<file path="src/inc/cwal_pkg.sv">
// package for the cab warning alarm logic: timing, defaults, apb map, types
// assumes a single 250 MHz clock and an apb master with 32-bit data
package cwal_pkg;

    // clock and time base
    localparam int CLOCK_HZ          = 250_000_000;
    localparam int TICK_SECONDS      = 1;
    localparam int TICK_CYCLES       = CLOCK_HZ * TICK_SECONDS;
    // beep cadence of the lamp reminder, in milliseconds
    localparam int BEEP_ON_MS        = 250;
    localparam int BEEP_OFF_MS       = 250;
    localparam int BEEP_ON_CYCLES    = (CLOCK_HZ / 1000) * BEEP_ON_MS;
    localparam int BEEP_OFF_CYCLES   = (CLOCK_HZ / 1000) * BEEP_OFF_MS;
    localparam int BEEP_COUNT        = 5;

    // settings: defaults and limits (seconds)
    localparam logic [7:0] DURATION_DEFAULT = 8'h3c;   // 60 s
    localparam logic [7:0] DURATION_MAX     = 8'hb4;   // 180 s
    localparam logic [7:0] SUSPEND_DEFAULT  = 8'h0a;   // 10 s
    localparam logic [7:0] SUSPEND_MAX      = 8'h3c;   // 60 s
    localparam logic [7:0] SUSPEND_STEP     = 8'h0a;   // 10 s steps
    localparam logic       KEY_OFF_DEFAULT  = 1'b1;
    localparam logic       LAMP_WARN_DEFAULT = 1'b1;

    // apb register byte addresses
    localparam logic [7:0] ADDR_CONTROL  = 8'h00;
    localparam logic [7:0] ADDR_DURATION = 8'h04;
    localparam logic [7:0] ADDR_SUSPEND  = 8'h08;
    localparam logic [7:0] ADDR_STATUS   = 8'h0c;
    localparam logic [7:0] ADDR_IRQ_STAT = 8'h10;
    localparam logic [7:0] ADDR_IRQ_MASK = 8'h14;

    // control register fields
    localparam int CTRL_KEY_OFF_BIT   = 0;
    localparam int CTRL_LAMP_WARN_BIT = 1;

    // event bits, shared by irq status and mask
    localparam int EVENTS_WIDTH       = 4;
    localparam int EV_ALARM_START     = 0;
    localparam int EV_ALARM_TIMEOUT   = 1;
    localparam int EV_ALARM_CLEARED   = 2;
    localparam int EV_LAMP_WARN       = 3;
    localparam logic [3:0] MASK_RESET = 4'h0;

    // vehicle switch inputs
    typedef struct packed {
        logic ignitionOn;    // run or accessory
        logic parkBrakeSet;
        logic brakePedal;
        logic doorOpen;
        logic headlights;
        logic parkLights;
    } cwal_switches_type;

    // park brake alarm states
    typedef enum logic [3:0] {
        ALARM_IDLE    = 4'b0001,
        ALARM_SOUND   = 4'b0010,
        ALARM_SUSPEND = 4'b0100,
        ALARM_DONE    = 4'b1000
    } cwal_alarm_type;

    // lamp reminder states
    typedef enum logic [3:0] {
        LAMP_IDLE  = 4'b0001,
        LAMP_BEEP  = 4'b0010,
        LAMP_GAP   = 4'b0100,
        LAMP_QUIET = 4'b1000
    } cwal_lamp_type;

endpackage

</file>
<file path="src/verilog/cwal_alarm_logic.sv">
// park brake alarm and exterior lamp reminder with an apb register file
// assumes switch inputs synchronous to clock, debounced outside the block
//
// Local design decisions: register access over APB and the address map.
`timescale 1ns/100ps
`default_nettype none
module cwal_alarm_logic
    import cwal_pkg::*;
#(
    parameter int TICK_PERIOD = TICK_CYCLES,
    parameter int BEEP_ON     = BEEP_ON_CYCLES,
    parameter int BEEP_OFF    = BEEP_OFF_CYCLES
) (
    // clock and reset
    input  wire logic              clock,
    input  wire logic              rst,
    // apb slave
    input  wire logic              psel,
    input  wire logic              penable,
    input  wire logic              pwrite,
    input  wire logic [7:0]        paddr,
    input  wire logic [31:0]       pwdata,
    output logic      [31:0]       prdata,
    output logic                   pready,
    output logic                   pslverr,
    // vehicle switches
    input  wire cwal_switches_type switches,
    // sounders and interrupt
    output logic                   horn,
    output logic                   buzzer,
    output logic                   irq
);
    // settings
    logic                    alarmNeedsKeyOff;
    logic                    lampWarnEnable;
    logic [7:0]              durationSec;
    logic [7:0]              suspendSec;
    logic [EVENTS_WIDTH-1:0] irqStatus;
    logic [EVENTS_WIDTH-1:0] irqMask;
    logic [EVENTS_WIDTH-1:0] events;
    // alarm state
    cwal_alarm_type          alarmState;
    logic [7:0]              alarmSeconds;
    logic [7:0]              suspendSeconds;
    // lamp state
    cwal_lamp_type           lampState;
    logic [31:0]             beepTimer;
    logic [2:0]              beepsDone;
    logic                    tick;

    // apb strobes
    logic writeAccess;
    logic readAccess;
    logic unmapped;
    assign writeAccess = psel && penable && pwrite;
    assign readAccess  = psel && penable && !pwrite;
    assign pready      = 1'b1;      // zero wait states

    // settings clamp to their documented range on write
    function automatic logic [7:0] clampTo(input logic [7:0] value,
                                           input logic [7:0] limit);
        clampTo = (value > limit) ? limit : value;
    endfunction

    // one second enable shared by both counters
    cwal_tick_divider #(
        .PERIOD (TICK_PERIOD)
    ) secondTick (
        .clock  (clock),
        .rst    (rst),
        .tick   (tick)
    );

    // address decode
    always_comb begin
        if (paddr == ADDR_CONTROL) begin
            unmapped = 1'b0;
        end else if (paddr == ADDR_DURATION) begin
            unmapped = 1'b0;
        end else if (paddr == ADDR_SUSPEND) begin
            unmapped = 1'b0;
        end else if (paddr == ADDR_STATUS) begin
            unmapped = 1'b0;
        end else if (paddr == ADDR_IRQ_STAT) begin
            unmapped = 1'b0;
        end else if (paddr == ADDR_IRQ_MASK) begin
            unmapped = 1'b0;
        end else begin
            unmapped = 1'b1;
        end
    end
    assign pslverr = psel && penable && unmapped;

    // setting registers; suspend is floored to a 10 s step
    always_ff @(posedge clock) begin
        if (rst) begin
            alarmNeedsKeyOff <= KEY_OFF_DEFAULT;
            lampWarnEnable   <= LAMP_WARN_DEFAULT;
            durationSec      <= DURATION_DEFAULT;
            suspendSec       <= SUSPEND_DEFAULT;
            irqMask          <= MASK_RESET;
        end else if (writeAccess) begin
            if (paddr == ADDR_CONTROL) begin
                alarmNeedsKeyOff <= pwdata[CTRL_KEY_OFF_BIT];
                lampWarnEnable   <= pwdata[CTRL_LAMP_WARN_BIT];
            end else if (paddr == ADDR_DURATION) begin
                durationSec <= clampTo(pwdata[7:0], DURATION_MAX);
            end else if (paddr == ADDR_SUSPEND) begin
                suspendSec <= clampTo(pwdata[7:0], SUSPEND_MAX)
                              / SUSPEND_STEP * SUSPEND_STEP;
            end else if (paddr == ADDR_IRQ_MASK) begin
                irqMask <= pwdata[EVENTS_WIDTH-1:0];
            end
        end
    end

    // read mux registered into prdata in the setup phase, ready for the access phase
    always_ff @(posedge clock) begin
        if (rst) begin
            prdata <= 32'h0000_0000;
        end else if (psel && !penable && !pwrite) begin
            if (paddr == ADDR_CONTROL) begin
                prdata <= {30'h0, lampWarnEnable, alarmNeedsKeyOff};
            end else if (paddr == ADDR_DURATION) begin
                prdata <= {24'h00_0000, durationSec};
            end else if (paddr == ADDR_SUSPEND) begin
                prdata <= {24'h00_0000, suspendSec};
            end else if (paddr == ADDR_STATUS) begin
                prdata <= {16'h0000, lampState, alarmState, 6'h00,
                           buzzer, horn};
            end else if (paddr == ADDR_IRQ_STAT) begin
                prdata <= {28'h000_0000, irqStatus};
            end else if (paddr == ADDR_IRQ_MASK) begin
                prdata <= {28'h000_0000, irqMask};
            end else begin
                prdata <= 32'h0000_0000;
            end
        end
    end

    // trigger conditions
    logic keyCondition;
    logic alarmTrigger;
    logic alarmClear;
    logic lampsOn;
    logic lampWarn;
    assign keyCondition = !alarmNeedsKeyOff || !switches.ignitionOn;
    assign alarmTrigger = keyCondition && !switches.parkBrakeSet
                          && switches.doorOpen;
    assign alarmClear   = switches.ignitionOn && switches.parkBrakeSet;
    assign lampsOn      = switches.headlights || switches.parkLights;
    assign lampWarn     = lampWarnEnable && lampsOn
                          && !switches.ignitionOn;

    // park brake alarm; done waits for the clear so it does not retrigger
    always_ff @(posedge clock) begin
        if (rst) begin
            alarmState     <= ALARM_IDLE;
            alarmSeconds   <= 8'h00;
            suspendSeconds <= 8'h00;
        end else begin
            case (alarmState)
                ALARM_IDLE: begin
                    alarmSeconds <= 8'h00;
                    if (alarmTrigger && durationSec != 8'h00) begin
                        alarmState <= ALARM_SOUND;
                    end
                end
                ALARM_SOUND: begin
                    if (alarmClear) begin
                        alarmState <= ALARM_IDLE;
                    end else if (switches.brakePedal) begin
                        alarmState     <= ALARM_SUSPEND;
                        suspendSeconds <= 8'h00;
                    end else if (alarmSeconds >= durationSec) begin
                        alarmState <= ALARM_DONE;
                    end else if (tick) begin
                        alarmSeconds <= alarmSeconds + 8'h01;
                    end
                end
                ALARM_SUSPEND: begin
                    if (alarmClear) begin
                        alarmState <= ALARM_IDLE;
                    end else if (switches.brakePedal) begin
                        suspendSeconds <= 8'h00;        // a new press restarts
                    end else if (suspendSeconds >= suspendSec) begin
                        // resume only while the conditions still hold
                        alarmState <= alarmTrigger ? ALARM_SOUND
                                                   : ALARM_DONE;
                    end else if (tick) begin
                        suspendSeconds <= suspendSeconds + 8'h01;
                    end
                end
                ALARM_DONE: begin
                    if (alarmClear) begin
                        alarmState <= ALARM_IDLE;
                    end
                end
                default: alarmState <= ALARM_IDLE;
            endcase
        end
    end

    // lamp reminder beep sequencer
    always_ff @(posedge clock) begin
        if (rst) begin
            lampState <= LAMP_IDLE;
            beepTimer <= 32'h0000_0000;
            beepsDone <= 3'h0;
        end else if (!lampWarn) begin
            lampState <= LAMP_IDLE;
            beepTimer <= 32'h0000_0000;
            beepsDone <= 3'h0;
        end else begin
            case (lampState)
                LAMP_IDLE: begin
                    lampState <= LAMP_BEEP;
                    beepTimer <= 32'h0000_0000;
                end
                LAMP_BEEP: begin
                    if (beepTimer == 32'(BEEP_ON - 1)) begin
                        beepTimer <= 32'h0000_0000;
                        beepsDone <= beepsDone + 3'h1;
                        lampState <= LAMP_GAP;
                    end else begin
                        beepTimer <= beepTimer + 32'h0000_0001;
                    end
                end
                LAMP_GAP: begin
                    if (beepsDone == 3'(BEEP_COUNT)) begin
                        lampState <= LAMP_QUIET;
                    end else if (beepTimer == 32'(BEEP_OFF - 1)) begin
                        beepTimer <= 32'h0000_0000;
                        lampState <= LAMP_BEEP;
                    end else begin
                        beepTimer <= beepTimer + 32'h0000_0001;
                    end
                end
                LAMP_QUIET: lampState <= LAMP_QUIET; // lamps off rearms
                default:    lampState <= LAMP_IDLE;
            endcase
        end
    end

    // sounders from flip-flops
    always_ff @(posedge clock) begin
        if (rst) begin
            horn   <= 1'b0;
            buzzer <= 1'b0;
        end else begin
            horn   <= (alarmState == ALARM_SOUND)
                      && !switches.brakePedal;
            buzzer <= lampWarn && (switches.doorOpen
                      || (lampState == LAMP_BEEP));
        end
    end

    // event pulses for the interrupt status
    logic lampWarnLast;
    cwal_alarm_type alarmLast;
    always_ff @(posedge clock) begin
        if (rst) begin
            lampWarnLast <= 1'b0;
            alarmLast    <= ALARM_IDLE;
        end else begin
            lampWarnLast <= lampWarn;
            alarmLast    <= alarmState;
        end
    end
    assign events[EV_ALARM_START]   = (alarmState == ALARM_SOUND)
                                      && (alarmLast == ALARM_IDLE);
    assign events[EV_ALARM_TIMEOUT] = (alarmState == ALARM_DONE)
                                      && (alarmLast != ALARM_DONE);
    assign events[EV_ALARM_CLEARED] = (alarmState == ALARM_IDLE)
                                      && (alarmLast != ALARM_IDLE);
    assign events[EV_LAMP_WARN]     = lampWarn && !lampWarnLast;

    // sticky status, write one to clear; a new event wins over the clear
    always_ff @(posedge clock) begin
        if (rst) begin
            irqStatus <= 4'h0;
        end else if (writeAccess && paddr == ADDR_IRQ_STAT) begin
            irqStatus <= (irqStatus & ~pwdata[EVENTS_WIDTH-1:0]) | events;
        end else begin
            irqStatus <= irqStatus | events;
        end
    end

    // level interrupt
    always_ff @(posedge clock) begin
        if (rst) begin
            irq <= 1'b0;
        end else begin
            irq <= |(irqStatus & irqMask);
        end
    end
endmodule
`default_nettype wire

</file>
<file path="src/verilog/cwal_tick_divider.sv">
// divider giving a one-cycle enable pulse every PERIOD clock cycles
// assumes one clock; reset is synchronous and active high
`timescale 1ns/100ps
`default_nettype none
module cwal_tick_divider #(
    parameter int PERIOD = 250_000_000
) (
    // clock and reset
    input  wire logic clock,
    input  wire logic rst,
    // enable pulse
    output logic      tick
);
    logic [31:0] count;

    // free running count, pulse on the wrap
    always_ff @(posedge clock) begin
        if (rst) begin
            count <= 32'h0000_0000;
            tick  <= 1'b0;
        end else if (count == 32'(PERIOD - 1)) begin
            count <= 32'h0000_0000;
            tick  <= 1'b1;
        end else begin
            count <= count + 32'h0000_0001;
            tick  <= 1'b0;
        end
    end
endmodule
`default_nettype wire

</file>
<file path="config.mk">
export PLATFORM = sky130hd
export DESIGN_NAME = cwal_alarm_logic
export DESIGN_NICKNAME = d
export VERILOG_FILES = /design/src/inc/cwal_pkg.sv /design/src/verilog/cwal_alarm_logic.sv /design/src/verilog/cwal_tick_divider.sv
export SDC_FILE = /design/constraint.sdc
export NUM_CORES = 1
export LEC_CHECK = 0
export ABC_AREA = 1
export BUFFER_PORTS_ARGS = -buffer_cell sky130_fd_sc_hd__buf_4
export CORE_MARGIN = 3
export CORE_UTILIZATION = 55
export CTS_CLUSTER_SIZE = 20
export DETAILED_ROUTE_END_ITERATION = 16
export PLACE_DENSITY = 0.73
export SETUP_SLACK_MARGIN = 0.2
export SYNTH_ARGS = -nofsm -noshare
export SYNTH_HDL_FRONTEND = slang
export SYNTH_HIERARCHICAL = 1
export SYNTH_SLANG_ARGS = --single-unit
</file>
<file path="constraint.sdc">
create_clock -name clock -period 3.35 [get_ports clock]
set_input_delay 0.5025 -clock clock [delete_from_list [all_inputs] [get_ports clock]]
set_output_delay 0.5025 -clock clock [all_outputs]
set_load 0.02 [all_outputs]
</file>
==> summary.txt, run 1 <==
Outcome
  – Status: complete, no violations

STA
  – Hold WS: 0.321 ns
  – Worst slew pin tran: 0.609 ns
  – RSZ-0062 raised after global routing: no
  – Max Slew Vio Count: 0
  – TNS Setup: 0 ns
  – Fin Clk Skew: 0.00751 ns
  – Maximum clock rate: 350 MHz
  – Max-slew headroom: 59.2%
  – Setup WS post-layout: 0.491 ns
  – Period utilization: 85.3%
  – Final setup viols: 0
  – Fin crit period: 2.86 ns
  – Hold Vio Cnt, Final: 0

Worst setup path
  – Worst Setup End Kind: flop
  – Critical Path Start: pwdata[3]
  – CP Class: primary input to flop
  – Worst reg-to-reg path cell count: 12
  – CP max FO: 6
  – R2R Path Start: beepTimer[0]$_SDFFE_PP0P_
  – Slowest cell on crit path: fa_1
  – Worst R2R End: beepTimer[19]$_SDFFE_PP0P_
  – Critical Path AT: 3.21 ns
  – CP startpoint kind: primary input
  – R2R Setup Slk: 1.20 ns
  – Cell breakdown of the critical path: buf_4 -> inv_2 -> nor2_1 -> nand2_2 -> nand3_4 -> nand2_2 -> nand2_1 -> nand2_1 -> ha_1 -> nand2_1 -> inv_1 -> nand2_1 -> nand3_2 -> nand2_1 -> nand2_1 -> nor2_1 -> nand2_1 -> ha_1 -> ha_1 -> inv_1 -> fa_1 -> xnor2_1 -> o21ai_0 -> a21oi_1
  – Cell mode on critical path: nand2_1
  – Max stage delay on crit path: 0.37 ns
  – Worst Path Required: 3.70 ns
  – Crit path capture: suspendSec[6]$_SDFFE_PP0P_

Place
  – Final HPWL DP: 14,400 µm
  – Gp weighted congestion: 0.929
  – Post-place setup slack: 0.0787 ns
  – Port Buffers: 46
  – Placed Instances: 1,405
  – Area after DPL: 8630 µm²

Power and ir drop
  – Switching Share: 24.1%
  – Peak VDD IR: 0.000524 V
  – Switch Pwr: 1050 µW
  – Power density over the cells: 466 nW/µm²
  – Clock share of power: 49.9%
  – Internal power: 3290 µW
  – Pleak: 0.00364 µW
  – Register share of total power: 40.3%
  – Comb pwr share: 9.8%

Route
  – Initial drt markers: 483
  – Drt drc: 0
  – Final ANT Viol Nets: 0
  – Initial DRT Pass Iterations: 5
  – Final wirelength: 19,600 µm
  – Total number of vias: 7,713
  – WL per Instance: 13.6 µm
  – DR vias/cell: 5.37

Clock network
  – Clk buf depth: 2
  – Total CTS buffers: 17
  – CTS tree: yes
  – Worst-Skew Late Latency: 0.42 ns
  – CTS root buf: clkbuf_16
  – Clock transition at the registers of the reported paths: 0.06 ns
  – Clock sink count: 141
  – H-tree Lvls: 4
  – Post-CTS Hold Buffers: 0

Cells and area
  – # nets final: 1,325
  – Most frequent cells in the layout: 260 x nand2_1, 146 x inv_1, 141 x dfxtp_1
  – Share of layout cells above drive strength 1: 13.2%
  – Syn-to-layout area delta: 14.0%
  – Antenna diodes: 0
  – Most common cell after layout, fill and taps aside: nand2_1
  – Non-Filler Instances: 1,437
  – Post-route cell area: 9320 µm²

GRT
  – Vias in the first global route: 7,152
  – Initial antenna violation count: 0
  – GR Util met3: 5.83%
  – GR met1 Demand/Resource: 30.9%
  – First-pass GRT wire length: 32,800 µm
  – GRT met2 Usage: 41.1%
  – Largest net degree at the start of global routing: 44
  – Global route hottest layer: met2
  – Remaining Overflow, GRT: 0
  – Total track usage: 24.4%

Synthesis
  – Syn Std Cell Area: 8180 µm²
  – Yosys warnings: 6
  – Post-synthesis sequential area ratio: 34.5%
  – Synthesized flop and latch total: 141
  – Syn Inst Count: 1,191
  – Syn avg cell area: 6.87 µm²
  – Yosys cell types: 50

Floorplan
  – # IOs: 88
  – Die footprint: 16,400 µm²
  – Initial Utilization: 57.6%
  – Core area: 14,200 µm²
  – Num rows: 43
  – Horiz. Die Dim: 128 µm
  – Die Y: 128 µm

Min path
  – Hold/Removal Path Class: primary input to flop

Job
  – Max Cap Viol: 0
-- worst max-delay path, delay by kind of cell --
kind / cells / cell delay [ns]
buffers and inverters: 4 / 0.40
xor gates and xnor gates: 1 / 0.13
and+or+nand+nor: 13 / 1.10
adders and majority gates: 4 / 0.85
AOI/OAI and AO/OA: 2 / 0.22
-- how the worst min path moves through the flow --
stage	from	endpoint	slack, ns	cells past startpoint
6_report	switches[2]	buzzer$_SDFF_PP0_	0.32	3
5_1_grt	switches[2]	buzzer$_SDFF_PP0_	0.34	3
4_1_cts	switches[2]	buzzer$_SDFF_PP0_	0.31	3
3_5_place_dp	lampWarnLast$_SDFF_PP0_	irqStatus[3]$_SDFF_PP0_	0.42	1
3_3_place_gp	lampWarnLast$_SDFF_PP0_	irqStatus[3]$_SDFF_PP0_	0.42	1
2_1_floorplan	lampWarnLast$_SDFF_PP0_	irqStatus[3]$_SDFF_PP0_	0.41	1
-- cells by family after synthesis --
family	synth area share (%)
compound gates	11.6
xor+xnor	2.79
fa+ha+maj	4.68
buf+inv	10.4
flops	34.5
other cells	0.0918
simple gates	36.0
-- through the flow --
stage                     utilization [%]  power [µW]
final                                65.6        4340
after global placement               60.7        2190
after detailed placement             60.7        2200
after floorplan                         -        2090
after global routing                 65.6        4500
after CTS                            65.6        4360
-- power groups by stage --
| stage | clock [µW] | combinational [µW] | sequential [µW] |
|---|---|---|---|
| 6_report | 2170 | 425 | 1750 |
| 5_1_grt | 2270 | 482 | 1750 |
| 4_1_cts | 2190 | 423 | 1750 |
| 3_5_place_dp | 0 | 414 | 1780 |
| 3_3_place_gp | 0 | 410 | 1780 |
| 2_1_floorplan | 0 | 320 | 1770 |
-- cell usage after synthesis (all sizes together) --
library cell	number	area, µm²
a211oi	3	22.5
a21oi	88	444
a221oi	1	8.76
a22oi	2	15.0
a31oi	6	37.5
and2	1	6.26
and3	2	12.5
buf	28	206
clkbuf	9	33.8
clkinv	2	7.51
conb	2	7.51
dfxtp	141	2820
fa	1	20.0
ha	29	363
inv	160	601
nand2	274	1060
nand3	93	503
nand3b	3	22.5
nand4	29	194
nor2	171	787
nor3	35	211
nor3b	2	15.0
nor4	11	98.8
o2111ai	3	26.3
o211ai	3	22.5
o21a	8	60.1
o21ai	35	186
o21bai	1	7.51
o221ai	1	8.76
o22ai	14	87.6
o41ai	2	17.5
or2	5	31.3
xnor2	7	61.3
xor2	19	166
-- routing by layer --
layer	wire length, µm	vias to the layer above
li1	-	3954
met1	8630	3484
met2	9410	236
met3	1150	39
met4	408	0
met5	0	-
-- state kept, by name, summed over array words and instances (netlist names), 7 cells and up --
register and flops:
durationSec 8, alarmSeconds 8, beepTimer 32, suspendSec 7, secondTick/count 32, suspendSeconds 8, prdata 16
-- cell type report --
class                      count  area (µm²)
clock buffer                  24         512
fill                        1328        4880
inverter                     162         608
clock inverter                 8         175
tap                          180         225
sequential                   141        2820
timing repair buffer          53         398
multi-input combinational    869        4580
-- repair_timing --
| action | in CTS | in global routing |
|---|---|---|
| buffers inserted | 0 | 0 |
| endpoints found under the setup margin | 0 | 1 |
| gates resized for setup | 0 | 2 |
| endpoints found under the hold margin | 0 | 0 |
No activity file was read; power rests on OpenSTA's default activity.
==> inputs of run 2 (changes only) <==
--- a/config.mk
+++ b/config.mk
@@ -8,10 +8,10 @@
 export ABC_AREA = 1
 export BUFFER_PORTS_ARGS = -buffer_cell sky130_fd_sc_hd__buf_4
 export CORE_MARGIN = 3
-export CORE_UTILIZATION = 55
+export CORE_UTILIZATION = 54
 export CTS_CLUSTER_SIZE = 20
 export DETAILED_ROUTE_END_ITERATION = 16
-export PLACE_DENSITY = 0.73
+export PLACE_DENSITY = 0.75
 export SETUP_SLACK_MARGIN = 0.2
 export SYNTH_ARGS = -nofsm -noshare
 export SYNTH_HDL_FRONTEND = slang
==> constraint.sdc (replaced) <==
create_clock -name clock -period 2.38 [get_ports clock]
set_input_delay 0.357 -clock clock [delete_from_list [all_inputs] [get_ports clock]]
set_output_delay 0.357 -clock clock [all_outputs]
set_load 0.02 [all_outputs]
==> run 2 against run 1 <==
Against the previous run:
- the run now ends with setup timing left
- die area grew 1.8%
- utilization grew 0.82 points
- non-clock buffer count grew 46
- cell count grew 3.5%
- register-to-register slack lost 0.83 ns
==> summary.txt, run 2 (synthesis gave the netlist of run 1 again) <==
Floorplan
  – Die Y: 129 µm (was 128 µm)
  – Initial Utilization: 55.6% (was 57.6%)
  – Horiz. Die Dim: 129 µm (was 128 µm)
  – # IOs: 88 (unchanged)
  – Num rows: 44 (was 43)
  – Core area: 14,700 µm² (was 14,200 µm²)
  – Die footprint: 16,700 µm² (was 16,400 µm²)

Cells and area
  – Storage element area: 2830 µm² (was 2820 µm²)
  – Multi-input gate area: 4720 µm² (was 4580 µm²)
  – Largest registers: beepTimer x32, secondTick/count x32, prdata x16 (unchanged)
  – Share of layout cells above drive strength 1: 18.0% (was 13.2%)
  – Util after Layout: 66.4% (was 65.6%)
  – Most common cell after layout, fill and taps aside: nand2_1 (unchanged)
  – Most frequent cells in the layout: 252 x nand2_1, 144 x inv_1, 139 x dfxtp_1 (was 260 x nand2_1, 146 x inv_1, 141 x dfxtp_1)
  – Fill cells: 1,307 (was 1,328)
  – # nets final: 1,371 (was 1,325)
  – Syn-to-layout area delta: 19.4% (was 14.0%)
  – Antenna diodes: 0 (unchanged)

Worst setup path
  – R2R Path Start: durationSec[1]$_SDFFE_PP0P_ (was beepTimer[0]$_SDFFE_PP0P_)
  – Worst R2R End: alarmSeconds[5]$_SDFFE_PP0P_ (was beepTimer[19]$_SDFFE_PP0P_)
  – Worst Path Required: 2.74 ns (was 3.70 ns)
  – Critical Path Start: pwdata[0] (was pwdata[3])
  – CP max FO: 4 (was 6)
  – Worst reg-to-reg path cell count: 12 (unchanged)
  – R2R Setup Slk: 0.37 ns (was 1.20 ns)
  – Worst Setup End Kind: flop (unchanged)
  – CP Class: primary input to flop (unchanged)
  – CP startpoint kind: primary input (unchanged)
  – Critical Path AT: 2.82 ns (was 3.21 ns)

STA
  – Fin crit period: 2.47 ns
  – Final setup viols: 3 (was 0)
  – Hold Vio Cnt, Final: 0 (unchanged)
  – Max Slew Vio Count: 0 (unchanged)
  – Fin Clk Skew: 0.00610 ns (was 0.00751 ns)
  – Maximum clock rate: 405 MHz
  – Hold WS: 0.191 ns (was 0.321 ns)
  – RSZ-0062 raised after global routing: yes (was no)
  – Setup WS post-layout: -0.0870 ns (was 0.491 ns)
  – Period utilization: 104%

GRT
  – Remaining Overflow, GRT: 0 (unchanged)
  – Largest net degree at the start of global routing: 43 (was 44)
  – First-pass GRT wire length: 32,700 µm (was 32,800 µm)
  – Vias in the first global route: 7,180 (was 7,152)
  – Total track usage: 23.9% (was 24.4%)
  – Initial antenna violation count: 0 (unchanged)

Power and ir drop
  – Internal power: 4340 µW (was 3290 µW)
  – Switching Share: 27.1% (was 24.1%)
  – Peak VDD IR: 0.000680 V (was 0.000524 V)
  – Comb pwr share: 12.8% (was 9.8%)
  – Clock share of power: 45.9% (was 49.9%)
  – Register share of total power: 41.3% (was 40.3%)
  – Switch Pwr: 1610 µW (was 1050 µW)
  – Power density over the cells: 609 nW/µm² (was 466 nW/µm²)
  – Total Power: 5950 µW (was 4340 µW)
  – Pleak: 0.00388 µW (was 0.00364 µW)

Route
  – Total number of vias: 7,850 (was 7,713)
  – WL per Instance: 13.3 µm (was 13.6 µm)
  – Drt drc: 0 (unchanged)
  – Final ANT Viol Nets: 0 (unchanged)
  – Initial DRT Pass Iterations: 7 (was 5)
  – Initial drt markers: 502 (was 483)
  – DR vias/cell: 5.28 (was 5.37)
  – Final wirelength: 19,800 µm (was 19,600 µm)

Clock network
  – Post-CTS Hold Buffers: 0 (unchanged)
  – Clk buf depth: 2 (unchanged)
  – CTS tree: yes (unchanged)
  – Clock sink count: 141 (unchanged)
  – Worst-Skew Late Latency: 0.43 ns (was 0.42 ns)
  – Total CTS buffers: 17 (unchanged)
  – H-tree Lvls: 4 (unchanged)
  – CTS root buf: clkbuf_16 (unchanged)
  – Clock transition at the registers of the reported paths: 0.06 ns (about the same)

Min path
  – Hold/Removal Path Class: primary input to flop (unchanged)
  – WHS Path Cells: 3 (unchanged)
  – Hold_sp: switches[2] (unchanged)
  – Hold EP: buzzer$_SDFF_PP0_ (unchanged)

Place
  – Final HPWL DP: 14,500 µm (was 14,400 µm)
  – Port Buffers: 46 (unchanged)
  – Gp weighted congestion: 0.877 (was 0.929)

Outcome
  – Status: finished with violations (was complete, no violations)
  – Failing checks: setup timing

Job
  – Max Cap Viol: 0 (unchanged)
-- run 2: cell types whose count changed in the layout (fill, tap and decap cells not counted), sizes merged --
cell	previous run	this run
clkinv	3	7
clkinvlp	1	2
inv	161	164
bufinv	5	2
clkbuf	24	19
buf	53	99
-- run 2: worst max-delay path, stage by stage --
cell and delay, ns:
buf_8 0.10, nor2_4 0.14, nor2_4 0.06, nand2_4 0.08, nand3_4 0.09, nand2_2 0.09, nand2_2 0.06, nand2_4 0.09
ha_4 0.13, nand2_2 0.06, inv_2 0.08, nand2_2 0.07, nand3_4 0.09, nand2_1 0.05, nand2_1 0.06, nor2_1 0.05
nand2_2 0.09, ha_4 0.15, ha_4 0.13, inv_2 0.04, fa_2 0.36, xnor2_2 0.17, o21ai_1 0.09, a21oi_1 0.12
-- run 2: layout make-up --
cell class	count	area share [%]
clock inverters	13	1.60
clock buffers	19	4.64
flip-flops and latches	141	28.9
repair buffers	99	7.89
multi-input cells	869	48.3
inverters	162	6.25
well taps	184	2.36
-- run 2: metrics by stage --
step	area (µm²)	setup TNS (ns)	worst slack [ns]	std cells
global route	9770	-0.664	-0.255	1487
finish	9770	-0.180	-0.0870	1487
floorplan	8300	-0.398	-0.207	1209
global placement	8920	-0.976	-0.446	1438
CTS	9630	0	0.00694	1480
detailed placement	8920	-1.12	-0.494	1438
-- run 2: routing by layer --
layer	global-route usage (%)	up-vias	part of all wire, %
met2	40.0	189	49
li1	-	4061	-
met3	4.78	37	4.3
met4	8.83	0	2.6
met1	30.6	3563	44
met5	0	-	0
-- run 2: timing repair --
item / CTS / global route
buffers inserted: 10 / 7
endpoints found under the setup margin: 2 / 28
resized for setup: 7 / 20
pin swaps: 7 / 17
-- run 2: worst max-delay path by stage --
stage	end	slack [ns]	cells past startpoint
floorplan	suspendSec[6]$_SDFFE_PP0P_	-0.21	21
global placement	suspendSec[6]$_SDFFE_PP0P_	-0.45	24
global route	suspendSec[6]$_SDFFE_PP0P_	-0.25	24
detailed placement	suspendSec[6]$_SDFFE_PP0P_	-0.49	24
finish	suspendSec[6]$_SDFFE_PP0P_	-0.09	24
CTS	suspendSec[6]$_SDFFE_PP0P_	0.007	24
-- run 2: power groups by stage --
stage	clock network (µW)	logic, µW	registers [µW]
final	2730	762	2460
after global routing	2870	846	2460
after CTS	2770	700	2460
after detailed placement	0	650	2510
after global placement	0	641	2510
after floorplan	0	467	2500
==> inputs of run 3 (changes only) <==
--- a/config.mk
+++ b/config.mk
@@ -8,10 +8,10 @@
 export ABC_AREA = 1
 export BUFFER_PORTS_ARGS = -buffer_cell sky130_fd_sc_hd__buf_4
 export CORE_MARGIN = 3
-export CORE_UTILIZATION = 54
+export CORE_UTILIZATION = 46
 export CTS_CLUSTER_SIZE = 20
 export DETAILED_ROUTE_END_ITERATION = 16
-export PLACE_DENSITY = 0.75
+export PLACE_DENSITY = 0.65
 export SETUP_SLACK_MARGIN = 0.2
 export SYNTH_ARGS = -nofsm -noshare
 export SYNTH_HDL_FRONTEND = slang
==> constraint.sdc (replaced) <==
create_clock -name clock -period 2.38 [get_ports clock]
set_input_delay 0.238 -clock clock [delete_from_list [all_inputs] [get_ports clock]]
set_output_delay 0.238 -clock clock [all_outputs]
set_load 0.02 [all_outputs]
==> run 3 against run 2 <==
Against the previous run:
- the run now ends clean
- register-to-register slack better by 0.06 ns
- sequential power hardly changed
- flip-flop and latch count stayed put
- power is 3.4% lower
- via count is 1.6% lower
- maximum frequency is 9.4% higher
==> summary.txt, run 3 (synthesis gave the netlist of run 1 again) <==
Outcome
  – Status: complete, no violations (was finished with violations)

Cells and area
  – Fill cells: 1,695 (was 1,307)
  – Most common cell after layout, fill and taps aside: nand2_1 (unchanged)
  – Syn-to-layout area delta: 18.9% (was 19.4%)
  – Post-route cell area: 9720 µm² (was 9770 µm²)
  – Storage element area: 2830 µm² (unchanged)
  – Antenna diodes: 0 (unchanged)
  – Largest registers: beepTimer x32, secondTick/count x32, prdata x16 (unchanged)
  – # nets final: 1,364 (was 1,371)
  – Most frequent cells in the layout: 252 x nand2_1, 144 x inv_1, 139 x dfxtp_1 (unchanged)
  – Multi-input gate area: 4720 µm² (about the same)
  – Share of layout cells above drive strength 1: 17.1% (was 18.0%)

Floorplan
  – Num rows: 48 (was 44)
  – # IOs: 88 (unchanged)
  – Initial Utilization: 47.1% (was 55.6%)
  – Horiz. Die Dim: 139 µm (was 129 µm)
  – Die footprint: 19,400 µm² (was 16,700 µm²)
  – Core area: 17,400 µm² (was 14,700 µm²)
  – Die Y: 139 µm (was 129 µm)

Route
  – Total number of vias: 7,724 (was 7,850)
  – Final ANT Viol Nets: 0 (unchanged)
  – Top layer in use: met4 (unchanged)
  – Initial DRT Pass Iterations: 5 (was 7)
  – Initial drt markers: 385 (was 502)
  – Met1 Wirelength: 9240 µm (was 8780 µm)
  – Routed wl met2: 9660 µm (was 9630 µm)
  – WL per Instance: 13.1 µm (was 13.3 µm)
  – Drt drc: 0 (unchanged)
  – Final wirelength: 20,000 µm (was 19,800 µm)
  – WL met3: 679 µm (was 849 µm)
  – DR vias/cell: 5.08 (was 5.28)

Worst setup path
  – Slowest cell on crit path: nor3_4 (was fa_2)
  – Crit path buf inv count: 10 (was 3)
  – Crit path max-delay family: simple AND/OR/NAND/NOR gates (unchanged)
  – Critical Path AT: 2.56 ns (was 2.82 ns)
  – Worst Path Required: 2.69 ns (was 2.74 ns)
  – R2R Setup Slk: 0.43 ns (was 0.37 ns)
  – CP max FO: 4 (unchanged)
  – Max stage delay on crit path: 0.21 ns (was 0.36 ns)
  – CP startpoint kind: primary input (unchanged)
  – CP Class: primary input to flop (unchanged)
  – Cell breakdown of the critical path: buf_4 -> nor3_4 -> nand2_2 -> nand3_2 -> nand2_4 -> ha_4 -> nand2_2 -> inv_2 -> nand2_2 -> nand3_4 -> nand2_1 -> nand2_1 -> nor2_1 -> nand2_1 -> buf_4 -> buf_6 -> buf_6 -> buf_6 -> buf_6 -> buf_6 -> buf_6 -> buf_6 -> nand2_2 -> nand2_1 (was buf_8 -> nor2_4 -> nor2_4 -> nand2_4 -> nand3_4 -> nand2_2 -> nand2_2 -> nand2_4 -> ha_4 -> nand2_2 -> inv_2 -> nand2_2 -> nand3_4 -> nand2_1 -> nand2_1 -> nor2_1 -> nand2_2 -> ha_4 -> ha_4 -> inv_2 -> fa_2 -> xnor2_2 -> o21ai_1 -> a21oi_1)
  – Cell mode on critical path: buf_6 (was nand2_2)
  – Worst Setup End Kind: flop (unchanged)

GRT
  – Initial antenna violation count: 0 (unchanged)
  – First-pass GRT wire length: 33,400 µm (was 32,700 µm)
  – Largest net degree at the start of global routing: 40 (was 43)
  – Vias in the first global route: 7,258 (was 7,180)
  – Remaining Overflow, GRT: 0 (unchanged)
  – Total track usage: 20.5% (was 23.9%)

Power and ir drop
  – Pleak: 0.00384 µW (was 0.00388 µW)
  – Peak VDD IR: 0.000547 V (was 0.000680 V)
  – Power density over the cells: 591 nW/µm² (was 609 nW/µm²)

STA
  – Fin Clk Skew: 0.0118 ns (was 0.00610 ns)
  – Hold WS: 0.0336 ns (was 0.191 ns)
  – Worst slew pin tran: 0.623 ns
  – Hold Vio Cnt, Final: 0 (unchanged)
  – Setup WS post-layout: 0.125 ns (was -0.0870 ns)
  – Final setup viols: 0 (was 3)
  – Fin crit period: 2.25 ns (was 2.47 ns)
  – Period utilization: 94.7% (was 104%)
  – Maximum clock rate: 443 MHz (was 405 MHz)
  – Max Slew Vio Count: 0 (unchanged)
  – RSZ-0062 raised after global routing: yes (unchanged)
  – Max-slew headroom: 58.3%

Job
  – Max Cap Viol: 0 (unchanged)

Place
  – Final HPWL DP: 14,900 µm (was 14,500 µm)
  – Area after DPL: 8950 µm² (was 8920 µm²)
  – Port Buffers: 46 (unchanged)
  – Gp weighted congestion: 0.924 (was 0.877)
  – Post-place setup slack: -0.357 ns (was -0.494 ns)

Clock network
  – Total CTS buffers: 17 (unchanged)
  – Clock sink count: 141 (unchanged)
  – Clk buf depth: 2 (unchanged)
  – Clock transition at the registers of the reported paths: 0.06 ns (about the same)
  – Worst-Skew Late Latency: 0.42 ns (was 0.43 ns)
  – CTS root buf: clkbuf_16 (unchanged)
  – CTS tree: yes (unchanged)
  – Post-CTS Hold Buffers: 0 (unchanged)
  – H-tree Lvls: 4 (unchanged)

Min path
  – Hold/Removal Path Class: primary input to flop (unchanged)
[run 3: cell count changes in the layout (fill, tap and decap cells not counted), moves of 3 or more]
cell | before | now
clkinv_4 | 5 | 0
clkinv_2 | 0 | 5
buf_6 | 2 | 10
buf_4 | 95 | 81
clkbuf_1 | 0 | 5
inv_6 | 3 | 0
[run 3: worst paths after layout]
path / from / end / cells after the start
worst min-delay path: rst / prdata[13]$_SDFFE_PP0P_ / 2
worst max register to register: durationSec[5]$_SDFFE_PP1P_ / alarmSeconds[3]$_SDFFE_PP0P_ / 10
worst min register to register: lampWarnLast$_SDFF_PP0_ / irqStatus[3]$_SDFF_PP0_ / 1
worst max-delay path: pwdata[6] / suspendSec[1]$_SDFFE_PP1P_ / 24
[run 3: where the power goes]
group | leakage [µW] | switching [µW] | internal (µW)
Combinational | 0.00243 | 447 | 304
Sequential | 0.00114 | 48.4 | 2410
Clock | 0.000271 | 982 | 1550
[run 3: worst register-to-register path, cell delays in order, from the launching register on]
cell	delay (ns)
dfxtp_1	0.33
inv_1	0.09
ha_1	0.32
a21oi_1	0.17
o21a_1	0.14
nand4_1	0.14
nand2_2	0.16
nand2_2	0.12
nor2_2	0.16
nand2_1	0.06
and3_1	0.16
[run 3: final cells by class]
| type | instances | share of cell area (%) |
|---|---|---|
| tap | 225 | 2.90 |
| inverter | 162 | 6.25 |
| sequential | 141 | 29.1 |
| clock inverter | 8 | 0.952 |
| multi-input combinational | 869 | 48.5 |
| timing repair buffer | 92 | 7.62 |
| clock buffer | 23 | 4.71 |
[run 3: per-layer routing]
layer	vias to the layer above	track usage, %
li1	4042	-
met1	3541	25.4
met2	107	35.5
met3	34	4.95
met4	0	5.72
met5	-	0
[run 3: through the flow]
stage	power [µW]	util (%)	std cells	setup TNS, ns
3_5_place_dp	3150	51.6	1476	-0.693
2_1_floorplan	2960	-	1209	-0.160
6_report	5750	56.0	1520	0
3_3_place_gp	3150	51.6	1476	-0.563
4_1_cts	5740	55.2	1515	0
5_1_grt	6000	56.0	1520	-0.0288
[run 3: timing repair]
item	CTS	global route
endpoints found under the setup margin	2	8
gates cloned	0	0
gates resized for setup	6	25
buffers inserted	8	5
pin swaps	6	6
